### src/logic/csp_pkg.sv
package csp_pkg;

  // Channel count and lane width
  localparam int unsigned NUM_CH      = 2;
  localparam int unsigned LS_LANES    = 4;

  // Status routing select codes for the loss indicator pin
  localparam logic [1:0] LOSSEL_LOS   = 2'h0;
  localparam logic [1:0] LOSSEL_ALIGN = 2'h1;
  localparam logic [1:0] LOSSEL_PART  = 2'h2;
  localparam logic [1:0] LOSSEL_AUX   = 2'h3;

  // Reset values
  localparam logic RST_LOSS_FLAG      = 1'b0;
  localparam logic RST_ALIGN_OUT      = 1'b0;
  localparam logic RST_SER_ZERO       = 1'b0;
  localparam logic RST_PD_ACTIVE      = 1'b1;
  localparam logic RST_FLAG_OE        = 1'b1;
  localparam logic RST_PART_ALIGN     = 1'b0;

  // Serial output pair: p and n level pair
  typedef struct packed {
    logic p;
    logic n;
  } csp_diff_type;

  // Per-channel configuration from the management block
  typedef struct packed {
    logic       los_enable;
    logic       reg_powerdown;
    logic       gp10g_mode;
    logic [1:0] los_select;
  } csp_cfg_type;

  // Per-channel detector and datapath state from the core
  typedef struct packed {
    logic       above_deassert;
    logic       below_assert;
    logic       tx_lanes_aligned;
    logic       aux_status;
  } csp_stat_type;

endpackage : csp_pkg
### src/logic/csp_chan_pins.sv
`timescale 1ns/1ps
// Functional notes
// In reset, high-speed and low-speed serial outputs drive differential zero.
// Loss flag is 1 on loss, 0 on signal, only when enabled.
// In reset, the loss flag output is driven low.
// Loss flag pin is undriven while channel powered down, pin or register. Here it is driven low during reset even when powered down.
// Configuration may route other status to the loss flag pin, live.
// Partner alignment input is 1 when aligned; used only in 10G mode.
// Local alignment output shows transmit lanes aligned; meaningful in 10G.
// Powerdown input low powers channel down; high resumes operation.
// Controller should issue datapath reset after powerdown release.
// Between thresholds the loss flag holds its last value.
module csp_chan_pins #(
  parameter int unsigned NUM_CH   = csp_pkg::NUM_CH,
  parameter int unsigned LS_LANES = csp_pkg::LS_LANES
) (
  // Clock and reset
  input  wire logic                          clk_i,
  input  wire logic                          srst_i,
  // Management configuration and core status
  input  wire csp_pkg::csp_cfg_type  [NUM_CH-1:0] cfg_i,
  input  wire csp_pkg::csp_stat_type [NUM_CH-1:0] stat_i,
  // Datapath serial data from the core
  input  wire logic [NUM_CH-1:0]             hs_tx_data_i,
  input  wire logic [NUM_CH*LS_LANES-1:0]    ls_tx_data_i,
  // Link partner pins
  input  wire logic [NUM_CH-1:0]             partner_align_status_in_i,
  input  wire logic [NUM_CH-1:0]             channel_powerdown_n_i,
  output csp_pkg::csp_diff_type [NUM_CH-1:0] hs_serial_tx_out_o,
  output csp_pkg::csp_diff_type [NUM_CH*LS_LANES-1:0] ls_lane_outputs_o,
  output logic [NUM_CH-1:0]                  rx_signal_loss_flag_o,
  output logic [NUM_CH-1:0]                  rx_signal_loss_flag_oe_o,
  output logic [NUM_CH-1:0]                  local_align_status_out_o,
  // Core side status
  output logic [NUM_CH-1:0]                  channel_pd_o,
  output logic [NUM_CH-1:0]                  partner_aligned_o
);

  ////////////////////////////////////////////////////////////////////////
  // Parameter checks; zero widths leave no pins to serve
  if (NUM_CH < 1) begin : g_bad_ch
    $error("csp_chan_pins: NUM_CH must be nonzero");
  end
  if (LS_LANES < 1) begin : g_bad_ln
    $error("csp_chan_pins: LS_LANES must be nonzero");
  end

  ////////////////////////////////////////////////////////////////////////
  // Loss flag source selection, shared by every channel
  function automatic logic pick_status(
    input logic [1:0] sel,
    input logic       loss,
    input logic       align,
    input logic       partner,
    input logic       aux
  );
    logic r;
    // Default keeps an unknown select from leaving r unset
    r = loss;
    unique case (sel)
      csp_pkg::LOSSEL_LOS: begin
        r = loss;
      end
      csp_pkg::LOSSEL_ALIGN: begin
        r = align;
      end
      csp_pkg::LOSSEL_PART: begin
        r = partner;
      end
      csp_pkg::LOSSEL_AUX: begin
        r = aux;
      end
    endcase
    return r;
  endfunction

  function automatic csp_pkg::csp_diff_type to_diff(input logic bit_v);
    csp_pkg::csp_diff_type d;
    d.p = bit_v;
    d.n = ~bit_v;
    return d;
  endfunction

  // Flat lane index: a channel's lanes sit side by side
  function automatic int unsigned lane_idx(
    input int unsigned chan,
    input int unsigned lane
  );
    return chan * LS_LANES + lane;
  endfunction

  ////////////////////////////////////////////////////////////////////////
  // Per channel pin logic
  genvar ch;
  generate
    for (ch = 0; ch < NUM_CH; ch++) begin : g_ch
      logic                  loss_w;
      logic                  pd_w;
      logic                  align_gate_w;
      logic                  flag_w;
      logic                  flag_d;
      logic                  flag_q;
      logic                  oe_d;
      logic                  oe_q;
      logic                  lao_d;
      logic                  lao_q;
      logic                  pd_q;
      logic                  pal_q;
      csp_pkg::csp_diff_type hs_d;
      csp_pkg::csp_diff_type hs_q;

      csp_los_hyst u_los (
        .clk_i            (clk_i),
        .srst_i           (srst_i),
        .below_assert_i   (stat_i[ch].below_assert),
        .above_deassert_i (stat_i[ch].above_deassert),
        .enable_i         (cfg_i[ch].los_enable),
        .loss_o           (loss_w)
      );

      // Pin or register power-down, either suffices
      assign pd_w = !channel_powerdown_n_i[ch]
                    || cfg_i[ch].reg_powerdown;
      // Partner status ignored outside 10G serdes mode
      assign align_gate_w = partner_align_status_in_i[ch]
                            && cfg_i[ch].gp10g_mode;
      assign flag_w = pick_status(cfg_i[ch].los_select, loss_w,
                                  stat_i[ch].tx_lanes_aligned,
                                  align_gate_w,
                                  stat_i[ch].aux_status);

      //////////////////////////////////////////////////////////////////
      // Next register values
      // A parked flag holds low; the pin shows the selected status from its first driven cycle
      assign flag_d = pd_w ? 1'b0 : flag_w;
      assign oe_d   = !pd_w;
      // Only meaningful in 10G mode; held low elsewhere
      assign lao_d  = stat_i[ch].tx_lanes_aligned
                      && cfg_i[ch].gp10g_mode;
      // Powered down channel parks at zero too
      assign hs_d   = to_diff(hs_tx_data_i[ch] && !pd_w);

      //////////////////////////////////////////////////////////////////
      // One register per block keeps each reset value easy to audit
      always_ff @(posedge clk_i) begin
        if (srst_i) begin
          flag_q <= csp_pkg::RST_LOSS_FLAG;
        end else begin
          flag_q <= flag_d;
        end
      end

      always_ff @(posedge clk_i) begin
        if (srst_i) begin
          oe_q <= csp_pkg::RST_FLAG_OE;
        end else begin
          oe_q <= oe_d;
        end
      end

      always_ff @(posedge clk_i) begin
        if (srst_i) begin
          lao_q <= csp_pkg::RST_ALIGN_OUT;
        end else begin
          lao_q <= lao_d;
        end
      end

      // Power-down and partner status back to the core
      always_ff @(posedge clk_i) begin
        if (srst_i) begin
          pd_q <= csp_pkg::RST_PD_ACTIVE;
        end else begin
          pd_q <= pd_w;
        end
      end

      always_ff @(posedge clk_i) begin
        if (srst_i) begin
          pal_q <= csp_pkg::RST_PART_ALIGN;
        end else begin
          pal_q <= align_gate_w;
        end
      end

      always_ff @(posedge clk_i) begin
        if (srst_i) begin
          hs_q <= to_diff(csp_pkg::RST_SER_ZERO);
        end else begin
          hs_q <= hs_d;
        end
      end

      //////////////////////////////////////////////////////////////////
      // Outputs come straight from the flops
      assign rx_signal_loss_flag_o[ch]    = flag_q;
      assign rx_signal_loss_flag_oe_o[ch] = oe_q;
      assign local_align_status_out_o[ch] = lao_q;
      assign channel_pd_o[ch]             = pd_q;
      assign partner_aligned_o[ch]        = pal_q;
      assign hs_serial_tx_out_o[ch]       = hs_q;

      genvar ln;
      for (ln = 0; ln < LS_LANES; ln++) begin : g_ln
        csp_pkg::csp_diff_type ls_d;
        csp_pkg::csp_diff_type ls_q;
        // Powered down lanes park at zero as well
        assign ls_d = to_diff(ls_tx_data_i[lane_idx(ch, ln)] && !pd_w);
        always_ff @(posedge clk_i) begin
          if (srst_i) begin
            ls_q <= to_diff(csp_pkg::RST_SER_ZERO);
          end else begin
            ls_q <= ls_d;
          end
        end
        assign ls_lane_outputs_o[lane_idx(ch, ln)] = ls_q;
      end
    end
  endgenerate

  // Datapath reset after power-up is left to the controller

endmodule // csp_chan_pins

### src/logic/csp_los_hyst.sv
`timescale 1ns/1ps
// Loss detector with hysteresis band
module csp_los_hyst (
  // Clock and reset
  input  wire logic clk_i,
  input  wire logic srst_i,
  // Level comparator inputs
  input  wire logic below_assert_i,
  input  wire logic above_deassert_i,
  input  wire logic enable_i,
  // Held loss state
  output logic      loss_o
);

  logic loss_q;
  logic loss_d;

  // Between thresholds keep the last value
  assign loss_d = !enable_i       ? 1'b0 :
                  below_assert_i  ? 1'b1 :
                  above_deassert_i ? 1'b0 : loss_q;

  always_ff @(posedge clk_i) begin
    if (srst_i) begin
      loss_q <= csp_pkg::RST_LOSS_FLAG;
    end else begin
      loss_q <= loss_d;
    end
  end

  assign loss_o = loss_q;

endmodule // csp_los_hyst

### config.mk
export PLATFORM = sky130hd
export DESIGN_NAME = csp_chan_pins
export DESIGN_NICKNAME = d
export VERILOG_FILES = /design/src/logic/csp_pkg.sv /design/src/logic/csp_chan_pins.sv /design/src/logic/csp_los_hyst.sv
export SDC_FILE = /design/constraint.sdc
export NUM_CORES = 1
export LEC_CHECK = 0
export BUFFER_PORTS_ARGS = -buffer_cell sky130_fd_sc_hd__buf_4
export CELL_PAD_IN_SITES_DETAIL_PLACEMENT = 1
export CELL_PAD_IN_SITES_GLOBAL_PLACEMENT = 1
export CORE_AREA = 2 2 60 62
export DETAILED_ROUTE_END_ITERATION = 10
export DIE_AREA = 0 0 62 64
export PLACE_DENSITY = 0.82
export SYNTH_ARGS = -nofsm -noshare
export SYNTH_HDL_FRONTEND = slang
export SYNTH_SLANG_ARGS = --single-unit
### constraint.sdc
create_clock -name clk_i -period 1.84 [get_ports clk_i]
set_input_delay 0.552 -clock clk_i [delete_from_list [all_inputs] [get_ports clk_i]]
set_output_delay 0.552 -clock clk_i [all_outputs]
set_load 0.05 [all_outputs]
Word level (Yosys, flattened, before mapping). Cells that the tools add are included.

Equal/unequal tests: 6. Mux-type cells: 6. Bitwise operators: 12. Reductions and logical operators: 28.

Operator list (number): logical AND 1 bit (14); NOT 1 bit (12); == test 2 bit, second input constant (4); case mux 1 bit (4 select lines) (2); OR reduction 2 bit (4); == test 2 x 1 -> 1 bit, second input constant (2); logical NOT 1 bit (4); logical NOT 2 bit (2); two-way mux 1 bit (4); nonzero test 2 bit (2); logical OR 1 bit (2).

Input port bits: 34. Bits in registers: 32. Output and inout bits: 30.

Longest topological paths before layout. Gate-level depths: netlist (run 1).

Word-level depth: 5. Gate-level depth with buffers: 4. Depth with buffers taken out: 3.

Modules after synthesis. From an unflattened synthesis (run 1), not the netlist that was laid out.

Cells, all modules: 90. Area, all modules: 1008.5 um^2.

By module, submodules not included: csp_chan_pins (seq. area each 600.6 um^2, area an instance 928.4 um^2, cells an instance 82, times used 1); csp_los_hyst (seq. area each 20.0 um^2, area an instance 40.0 um^2, cells an instance 4, times used 2).

Least setup slack after synthesis (run 1). No wires, ideal clock.

Path type: input-to-reg. From: input partner_align_status_in_i[1]. To: register g_ch[1].flag_q. Library setup time: 0.115 ns. Slack: 0.450 ns. Data arrival time: 1.275 ns. Cell stages on the path: 3. Buffers on the path: 0. Cell sequence: and2_1 mux4_2 and2_1.

Longest elaborated chain between the ends: 2.

RTL lines: start: declaration (line csp_chan_pins.sv:27) `input wire logic [NUM_CH-1:0] partner_align_status_in_i,`; logical AND 1 bit (line csp_chan_pins.sv:126) `&& cfg_i[ch].gp10g_mode;`; case mux 1 bit (4 select lines) (line csp_chan_pins.sv:60) `unique case (sel)`; end signal: assignment (line csp_chan_pins.sv:147) `flag_q <= csp_pkg::RST_LOSS_FLAG;`; end signal: assignment (line csp_chan_pins.sv:149) `flag_q <= flag_d;`; end: declaration (line csp_chan_pins.sv:102) `logic flag_q;`.

Every way passes these cells. A chain may end at the register's enable or synchronous reset.

Final worst setup path (run 1).
From: register g_ch[0].flag_q. To: output rx_signal_loss_flag_o[0].

RTL lines: start: declaration (line csp_chan_pins.sv:102); start signal: assignment (line csp_chan_pins.sv:147); start signal: assignment (line csp_chan_pins.sv:149); end: declaration (line csp_chan_pins.sv:31) `output logic [NUM_CH-1:0] rx_signal_loss_flag_o,`.

No word-level cell between the ends.

==> flow_summary.json, run 1 <==
{
  "die_area_mm2": 0.00397,
  "synth_fp_nets": 125,
  "final_util_pct": 46.6,
  "dpl_cell_area_mm2": 0.00147,
  "drtIter0Drc": 6,
  "fin_nets": 185,
  "dp_hpwl_um": 1860,
  "critPathKind": "reg2out",
  "cts-root-buf": "clkbuf_4",
  "path_buf_inv": 1,
  "grt_pass1_wl_um": 3390,
  "synth_compound_area_share_pct": 0.998,
  "dpl.cell_count": 190,
  "path_clk_slew_ps": 90,
  "clock_path_buffers": 2,
  "clkLatencyLatePin_ps": 320,
  "power_mw": 1.36,
  "tns_ps": 0,
  "via_count": 777,
  "max-slew-margin-rel_pct": 88.4,
  "area_growth_syn_to_layout_pct": 52.6,
  "gp_congestion": 0.697,
  "grt_setup_unrepaired": "no",
  "grt_max_degree": 13,
  "cts_tree": "built",
  "synthCells": 91,
  "cts_inserted_buffers": 5,
  "syn_area_mm2": 0.00100,
  "post_drt_wl_per_cell_um": 11.4,
  "die_h_um": 64,
  "reg2regPathDepth": 2,
  "first_pass_iters": 2,
  "num_io_pins": 64,
  "crit_family": "flip-flops",
  "ys.warnings.count": 0,
  "numClockSinks": 32,
  "maxCapViolations": 0,
  "drive_gt1_share_pct": 50.3,
  "route.detailed.drc": 0,
  "die_w_um": 62,
  "period_needed_ps": 1420,
  "p_per_area_mw_per_mm2": 888,
  "num_antenna_cells": 0,
  "max_stage_delay_ps": 340,
  "cp_cell_sequence": "buf_4",
  "wirelength_um": 2250,
  "synth_top_family_by_area": "simple AND/OR/NAND/NOR gates",
  "worstHoldStart": "ls_tx_data_i[2]",
  "final_common_cell": "buf_4",
  "yosys.area.top_type": "dfxtp_1",
  "drv_slew": 0,
  "syn_avg_cell_area_um2": 11.0,
  "cp.required_ps": 1290,
  "viasPerCell": 3.94,
  "ys_ff_latch": 32,
  "synth.distinct_cells": 13,
  "layout.cells.non_filler": 197,
  "seqCellArea_um2": 641,
  "post_synth_fa_ha_maj_area_fraction_pct": 0,
  "startpoint_type": "register",
  "finalSetupViolations": 0,
  "crit_arrival_ps": 860,
  "r2r_slack_ps": 800,
  "hold_class": "in2reg",
  "grt.overflow.total": 0,
  "m1WireLength_um": 759,
  "fin_area_mm2": 0.00153,
  "dr_wl_met2_um": 1190,
  "grt_pass1_vias": 778,
  "synth_top_area_share_pct": 63.8,
  "worst_pin_slew_ps": 173,
  "yosys.area_share.simple_pct": 20.2,
  "start_util_pct": 30.6,
  "outcome": "finished, final reports clean",
  "period_share_pct": 77.0,
  "synth_area_leaders": "dfxtp_1 64%, and2_1 8.1%, buf_4 7.5%",
  "hold_viol_final": 0,
  "slowest_stage": "dfxtp_1",
  "critPathMaxFanout": 1,
  "fillers": 372,
  "fin_skew_ps": 0.118,
  "synth_seq_area_share_pct": 63.8,
  "dr_wl_met3_um": 266,
  "rows": 21,
  "cts-htree-levels": 2,
  "final_antenna_net_count": 0,
  "r2r-start": "g_ch[1].u_los.loss_o",
  "core_mm2": 0.00328,
  "grt_usage_pct": 12.4,
  "vdd_ir_drop_max_mv": 0.224,
  "fmax_mhz": 706,
  "multi_input_area_um2": 258,
  "post-cts-setup-buffers": 0,
  "cp-end-kind": "primary output",
  "antenna_found_initial": 0,
  "synth_mux_area_share_pct": 4.49,
  "holdPathStages": 2,
  "p_leak_nw": 0.729,
  "reg2reg_to": "g_ch[1].flag_q",
  "holdPathEnd": "ls_lane_outputs_o[4]",
  "highest_layer": "met4",
  "synth-xor-area-share_pct": 0,
  "layout_common_cells": "66 x buf_4, 32 x dfxtp_1, 13 x and2_1, 12 x nand2_1, 5 x clkbuf_4",
  "cts_resized": 0,
  "cts_hold_buf": 0,
  "portBuffers": 63
}
-- registers in the layout, summed over array words and instances, names as in the netlist --
| signal | cells |
|---|---|
| g_ch.u_los.loss_o | 2 |
| g_ch.flag_q | 2 |
| g_ch.lao_q | 2 |
| g_ch.oe_q | 2 |
| hs_serial_tx_out_o | 4 |
| g_ch.pd_q | 2 |
| ls_lane_outputs_o | 16 |
| g_ch.pal_q | 2 |
-- cell usage after synthesis (all sizes together) --
| master | number |
|---|---|
| and2 | 14 |
| a21oi | 2 |
| buf | 13 |
| nor2b | 2 |
| nand2b | 4 |
| mux4 | 2 |
| inv | 4 |
| nor3b | 2 |
| dfxtp | 32 |
| nor2 | 4 |
| nand2 | 12 |
-- per-layer routing --
metal | GRT usage, % | vias to the layer above
met5 | 0 | -
met4 | 9.57 | 0
met2 | 20.8 | 44
li1 | - | 385
met1 | 11.8 | 344
met3 | 3.85 | 4
-- cell families after synthesis --
group | Yosys count
flops | 32
mux | 2
buf+inv | 17
simple gates | 38
compound gates | 2
-- per-stage QoR --
step,setup slack [ps],hold slack [ps]
3_5_place_dp,300,540
4_1_cts,392,355
6_report,424,381
5_1_grt,369,357
2_1_floorplan,450,495
3_3_place_gp,321,508
-- worst max-delay path by stage --
stage                            startpoint                        to  slack, ps  cells past startpoint
3_3_place_gp   partner_align_status_in_i[1]            g_ch[1].flag_q        320                      4
6_report                     g_ch[0].flag_q  rx_signal_loss_flag_o[0]        420                      1
5_1_grt                      g_ch[0].flag_q  rx_signal_loss_flag_o[0]        370                      1
4_1_cts                      g_ch[0].flag_q  rx_signal_loss_flag_o[0]        390                      1
3_5_place_dp   partner_align_status_in_i[1]            g_ch[1].flag_q        300                      4
2_1_floorplan  partner_align_status_in_i[1]            g_ch[1].flag_q        450                      3
-- where the power goes --
| group | internal (mW) | total, mW | switching (mW) |
|---|---|---|---|
| combinational | 0.0928 | 0.205 | 0.112 |
| sequential | 0.715 | 0.722 | 0.00685 |
| clock | 0.216 | 0.433 | 0.216 |
| total | 1.02 | 1.36 | 0.335 |
-- cell type report --
type	count	area share [%]
clock buffer	7	4.25
sequential	32	41.8
tap	46	3.76
inverter	4	0.980
timing repair buffer	66	32.4
multi-input combinational	42	16.8
Power figures use the tool's default switching activity.
==> run 2: changes to the inputs <==
--- a/config.mk
+++ b/config.mk
@@ -5,13 +5,14 @@
 export SDC_FILE = /design/constraint.sdc
 export NUM_CORES = 1
 export LEC_CHECK = 0
+export ABC_AREA = 1
 export BUFFER_PORTS_ARGS = -buffer_cell sky130_fd_sc_hd__buf_4
 export CELL_PAD_IN_SITES_DETAIL_PLACEMENT = 1
 export CELL_PAD_IN_SITES_GLOBAL_PLACEMENT = 1
-export CORE_AREA = 2 2 60 62
+export CORE_AREA = 2 2 67 69
 export DETAILED_ROUTE_END_ITERATION = 10
-export DIE_AREA = 0 0 62 64
-export PLACE_DENSITY = 0.82
+export DIE_AREA = 0 0 69 71
+export PLACE_DENSITY = 0.73
 export SYNTH_ARGS = -nofsm -noshare
 export SYNTH_HDL_FRONTEND = slang
 export SYNTH_SLANG_ARGS = --single-unit
==> constraint.sdc (replaced) <==
create_clock -name clk_i -period 1.1 [get_ports clk_i]
set_input_delay 0.33 -clock clk_i [delete_from_list [all_inputs] [get_ports clk_i]]
set_output_delay 0.33 -clock clk_i [all_outputs]
set_load 0.05 [all_outputs]
==> run 2 against run 1 <==
Core utilization down 4.7 points; die area up 23%; global-route usage down 2.3 points; critical path depth unchanged; combinational power up 84%; clock skew about the same; first-iteration DRC count rose to 2.7 times the previous value; final cell count up 14%.
==> flow_summary.json, run 2 <==
{
  "reg2reg_to": "g_ch[0].flag_q",
  "period_needed_ps": 1080,
  "final_common_cell": "buf_4",
  "num_io_pins": 64,
  "final_antenna_net_count": 0,
  "grt_setup_unrepaired": "yes",
  "crit_arrival_ps": 750,
  "worstHoldStart": "ls_tx_data_i[5]",
  "die_w_um": 69,
  "cts_tree": "built",
  "crit_family": "flip-flops",
  "path_clk_slew_ps": 70,
  "clock_path_buffers": 2,
  "ys_async_sr_fraction_pct": 0,
  "die_area_mm2": 0.00490,
  "ys.flop_type": "dfxtp_1",
  "cp-end-kind": "primary output",
  "start_util_pct": 23.7,
  "fmax_mhz": 922,
  "cp.required_ps": 770,
  "ys.warnings.count": 0,
  "drtIter0Drc": 16,
  "area_growth_syn_to_layout_pct": 77.4,
  "post-cts-setup-buffers": 0,
  "synth_common_cells": "32 x dfxtp_1, 30 x nand2_1, 21 x inv_1, 12 x nor2_1, 10 x buf_4",
  "critPathMaxFanout": 1,
  "syn_avg_cell_area_um2": 8.96,
  "finalSetupViolations": 0,
  "synth_area_leaders": "dfxtp_1 64%, nand2_1 11%, inv_1 7.9%",
  "portBuffers": 63,
  "first_pass_iters": 2,
  "fin_skew_ps": 0.215,
  "cts-root-buf": "clkbuf_8",
  "cts_hold_buf": 0,
  "cts_resized": 39,
  "period_share_pct": 98.6,
  "synth.distinct_cells": 8,
  "ys_ff_latch": 32,
  "synth_edf_count": 0,
  "synth_seq_area_share_pct": 64.4,
  "outcome": "finished, final reports clean",
  "numClockSinks": 32,
  "route.detailed.drc": 0,
  "fin_nets": 205,
  "holdPathEnd": "ls_lane_outputs_o[10]",
  "die_h_um": 71,
  "antenna_found_initial": 0,
  "clkLatencyLatePin_ps": 270,
  "num_antenna_cells": 0,
  "reg2regPathDepth": 4,
  "grt.overflow.total": 0,
  "grt_pass1_vias": 855,
  "cts-htree-levels": 2,
  "slowest_stage": "dfxtp_2",
  "path_buf_inv": 1,
  "vdd_ir_drop_max_mv": 0.470,
  "startpoint_type": "register",
  "worst_pin_slew_ps": 180,
  "syn_area_um2": 995,
  "dp_hpwl_um": 1800,
  "tns_ps": 0,
  "gp_congestion": 0.688,
  "rows": 24,
  "post_drt_wl_per_cell_um": 10.5,
  "synthCells": 111,
  "maxCapViolations": 0,
  "synth_fp_nets": 145,
  "grt_pass1_wl_um": 3820,
  "viasPerCell": 3.71,
  "hold_viol_final": 0,
  "r2r_slack_ps": 430,
  "r2r-start": "g_ch[0].u_los.loss_o",
  "p_per_area_mw_per_mm2": 1510,
  "wirelength_um": 2360,
  "max-slew-margin-rel_pct": 88.0,
  "critPathKind": "reg2out",
  "layout_common_cells": "33 x buf_4, 30 x nand2_1, 27 x dfxtp_2, 21 x inv_1, 16 x buf_6",
  "core_mm2": 0.00420,
  "yosysMostFrequentCell": "dfxtp_1",
  "p_leak_nw": 0.915,
  "cts_inserted_buffers": 5,
  "fin_area_mm2": 0.00176,
  "dpl_cell_area_mm2": 0.00146,
  "holdPathStages": 2,
  "hold_class": "in2reg",
  "drv_slew": 0,
  "grt_max_degree": 11,
  "yosys.area.top_type": "dfxtp_1",
  "via_count": 830,
  "synth_top_area_share_pct": 64.4,
  "grt_usage_pct": 10.1,
  "cp_cell_sequence": "buf_6",
  "largest_reg_flops": 16,
  "max_stage_delay_ps": 330,
  "drive_gt1_share_pct": 57.6
}
run 2: logic make-up after synthesis:
group,count (synthesis),share of synthesized area (%)
simple gates,46,19.1
flops,32,64.4
buf+inv,31,15.5
compound gates,2,1.01
run 2: routing by layer:
metal  share of wire, %  track usage, %  wire, um  vias up
met2                 55            17.6      1300       35
met3                5.6            3.56       133        4
met4                1.8            4.58        42        0
met1                 37            11.0       883      361
met5                  0               0         0        -
li1                   -               -         -      430
run 2: worst max path at each step:
stage / from / to / depth (start not counted)
2_1_floorplan: hs_serial_tx_out_o[0] / hs_serial_tx_out_o[0] / 0
3_3_place_gp: cfg_i[8] / ls_lane_outputs_o[12] / 5
3_5_place_dp: cfg_i[3] / g_ch[0].flag_q / 6
4_1_cts: g_ch[0].pd_q / channel_pd_o[0] / 1
5_1_grt: hs_serial_tx_out_o[1] / hs_serial_tx_out_o[1] / 1
6_report: hs_serial_tx_out_o[1] / hs_serial_tx_out_o[1] / 1
run 2: final cells by class:
class	instances	area (um2)
fillers	494	2440
flip-flops and latches	32	674
repair buffers	63	638
multi-input cells	48	200
inverters	21	78.8
clock buffers	6	72.6
well taps	52	65.1
clock inverters	2	35.0
run 2: metrics by stage:
stage	util [%]	instances	setup slack (ps)	power (mW)	hold WS, ps
floorplan	-	111	183	1.43	402
global placement	34.7	216	143	1.58	481
detailed placement	34.7	216	101	1.58	493
CTS	40.2	224	0.0783	2.69	214
global route	42.0	224	-17.5	2.78	228
finish	42.0	224	15.5	2.67	226
run 2: power by group:
group	internal (mW)	total, mW	leakage (nW)	switching [mW]
Combinational	0.173	0.377	0.596	0.204
Clock	0.671	1.06	0.0552	0.394
Sequential	1.20	1.22	0.264	0.0202
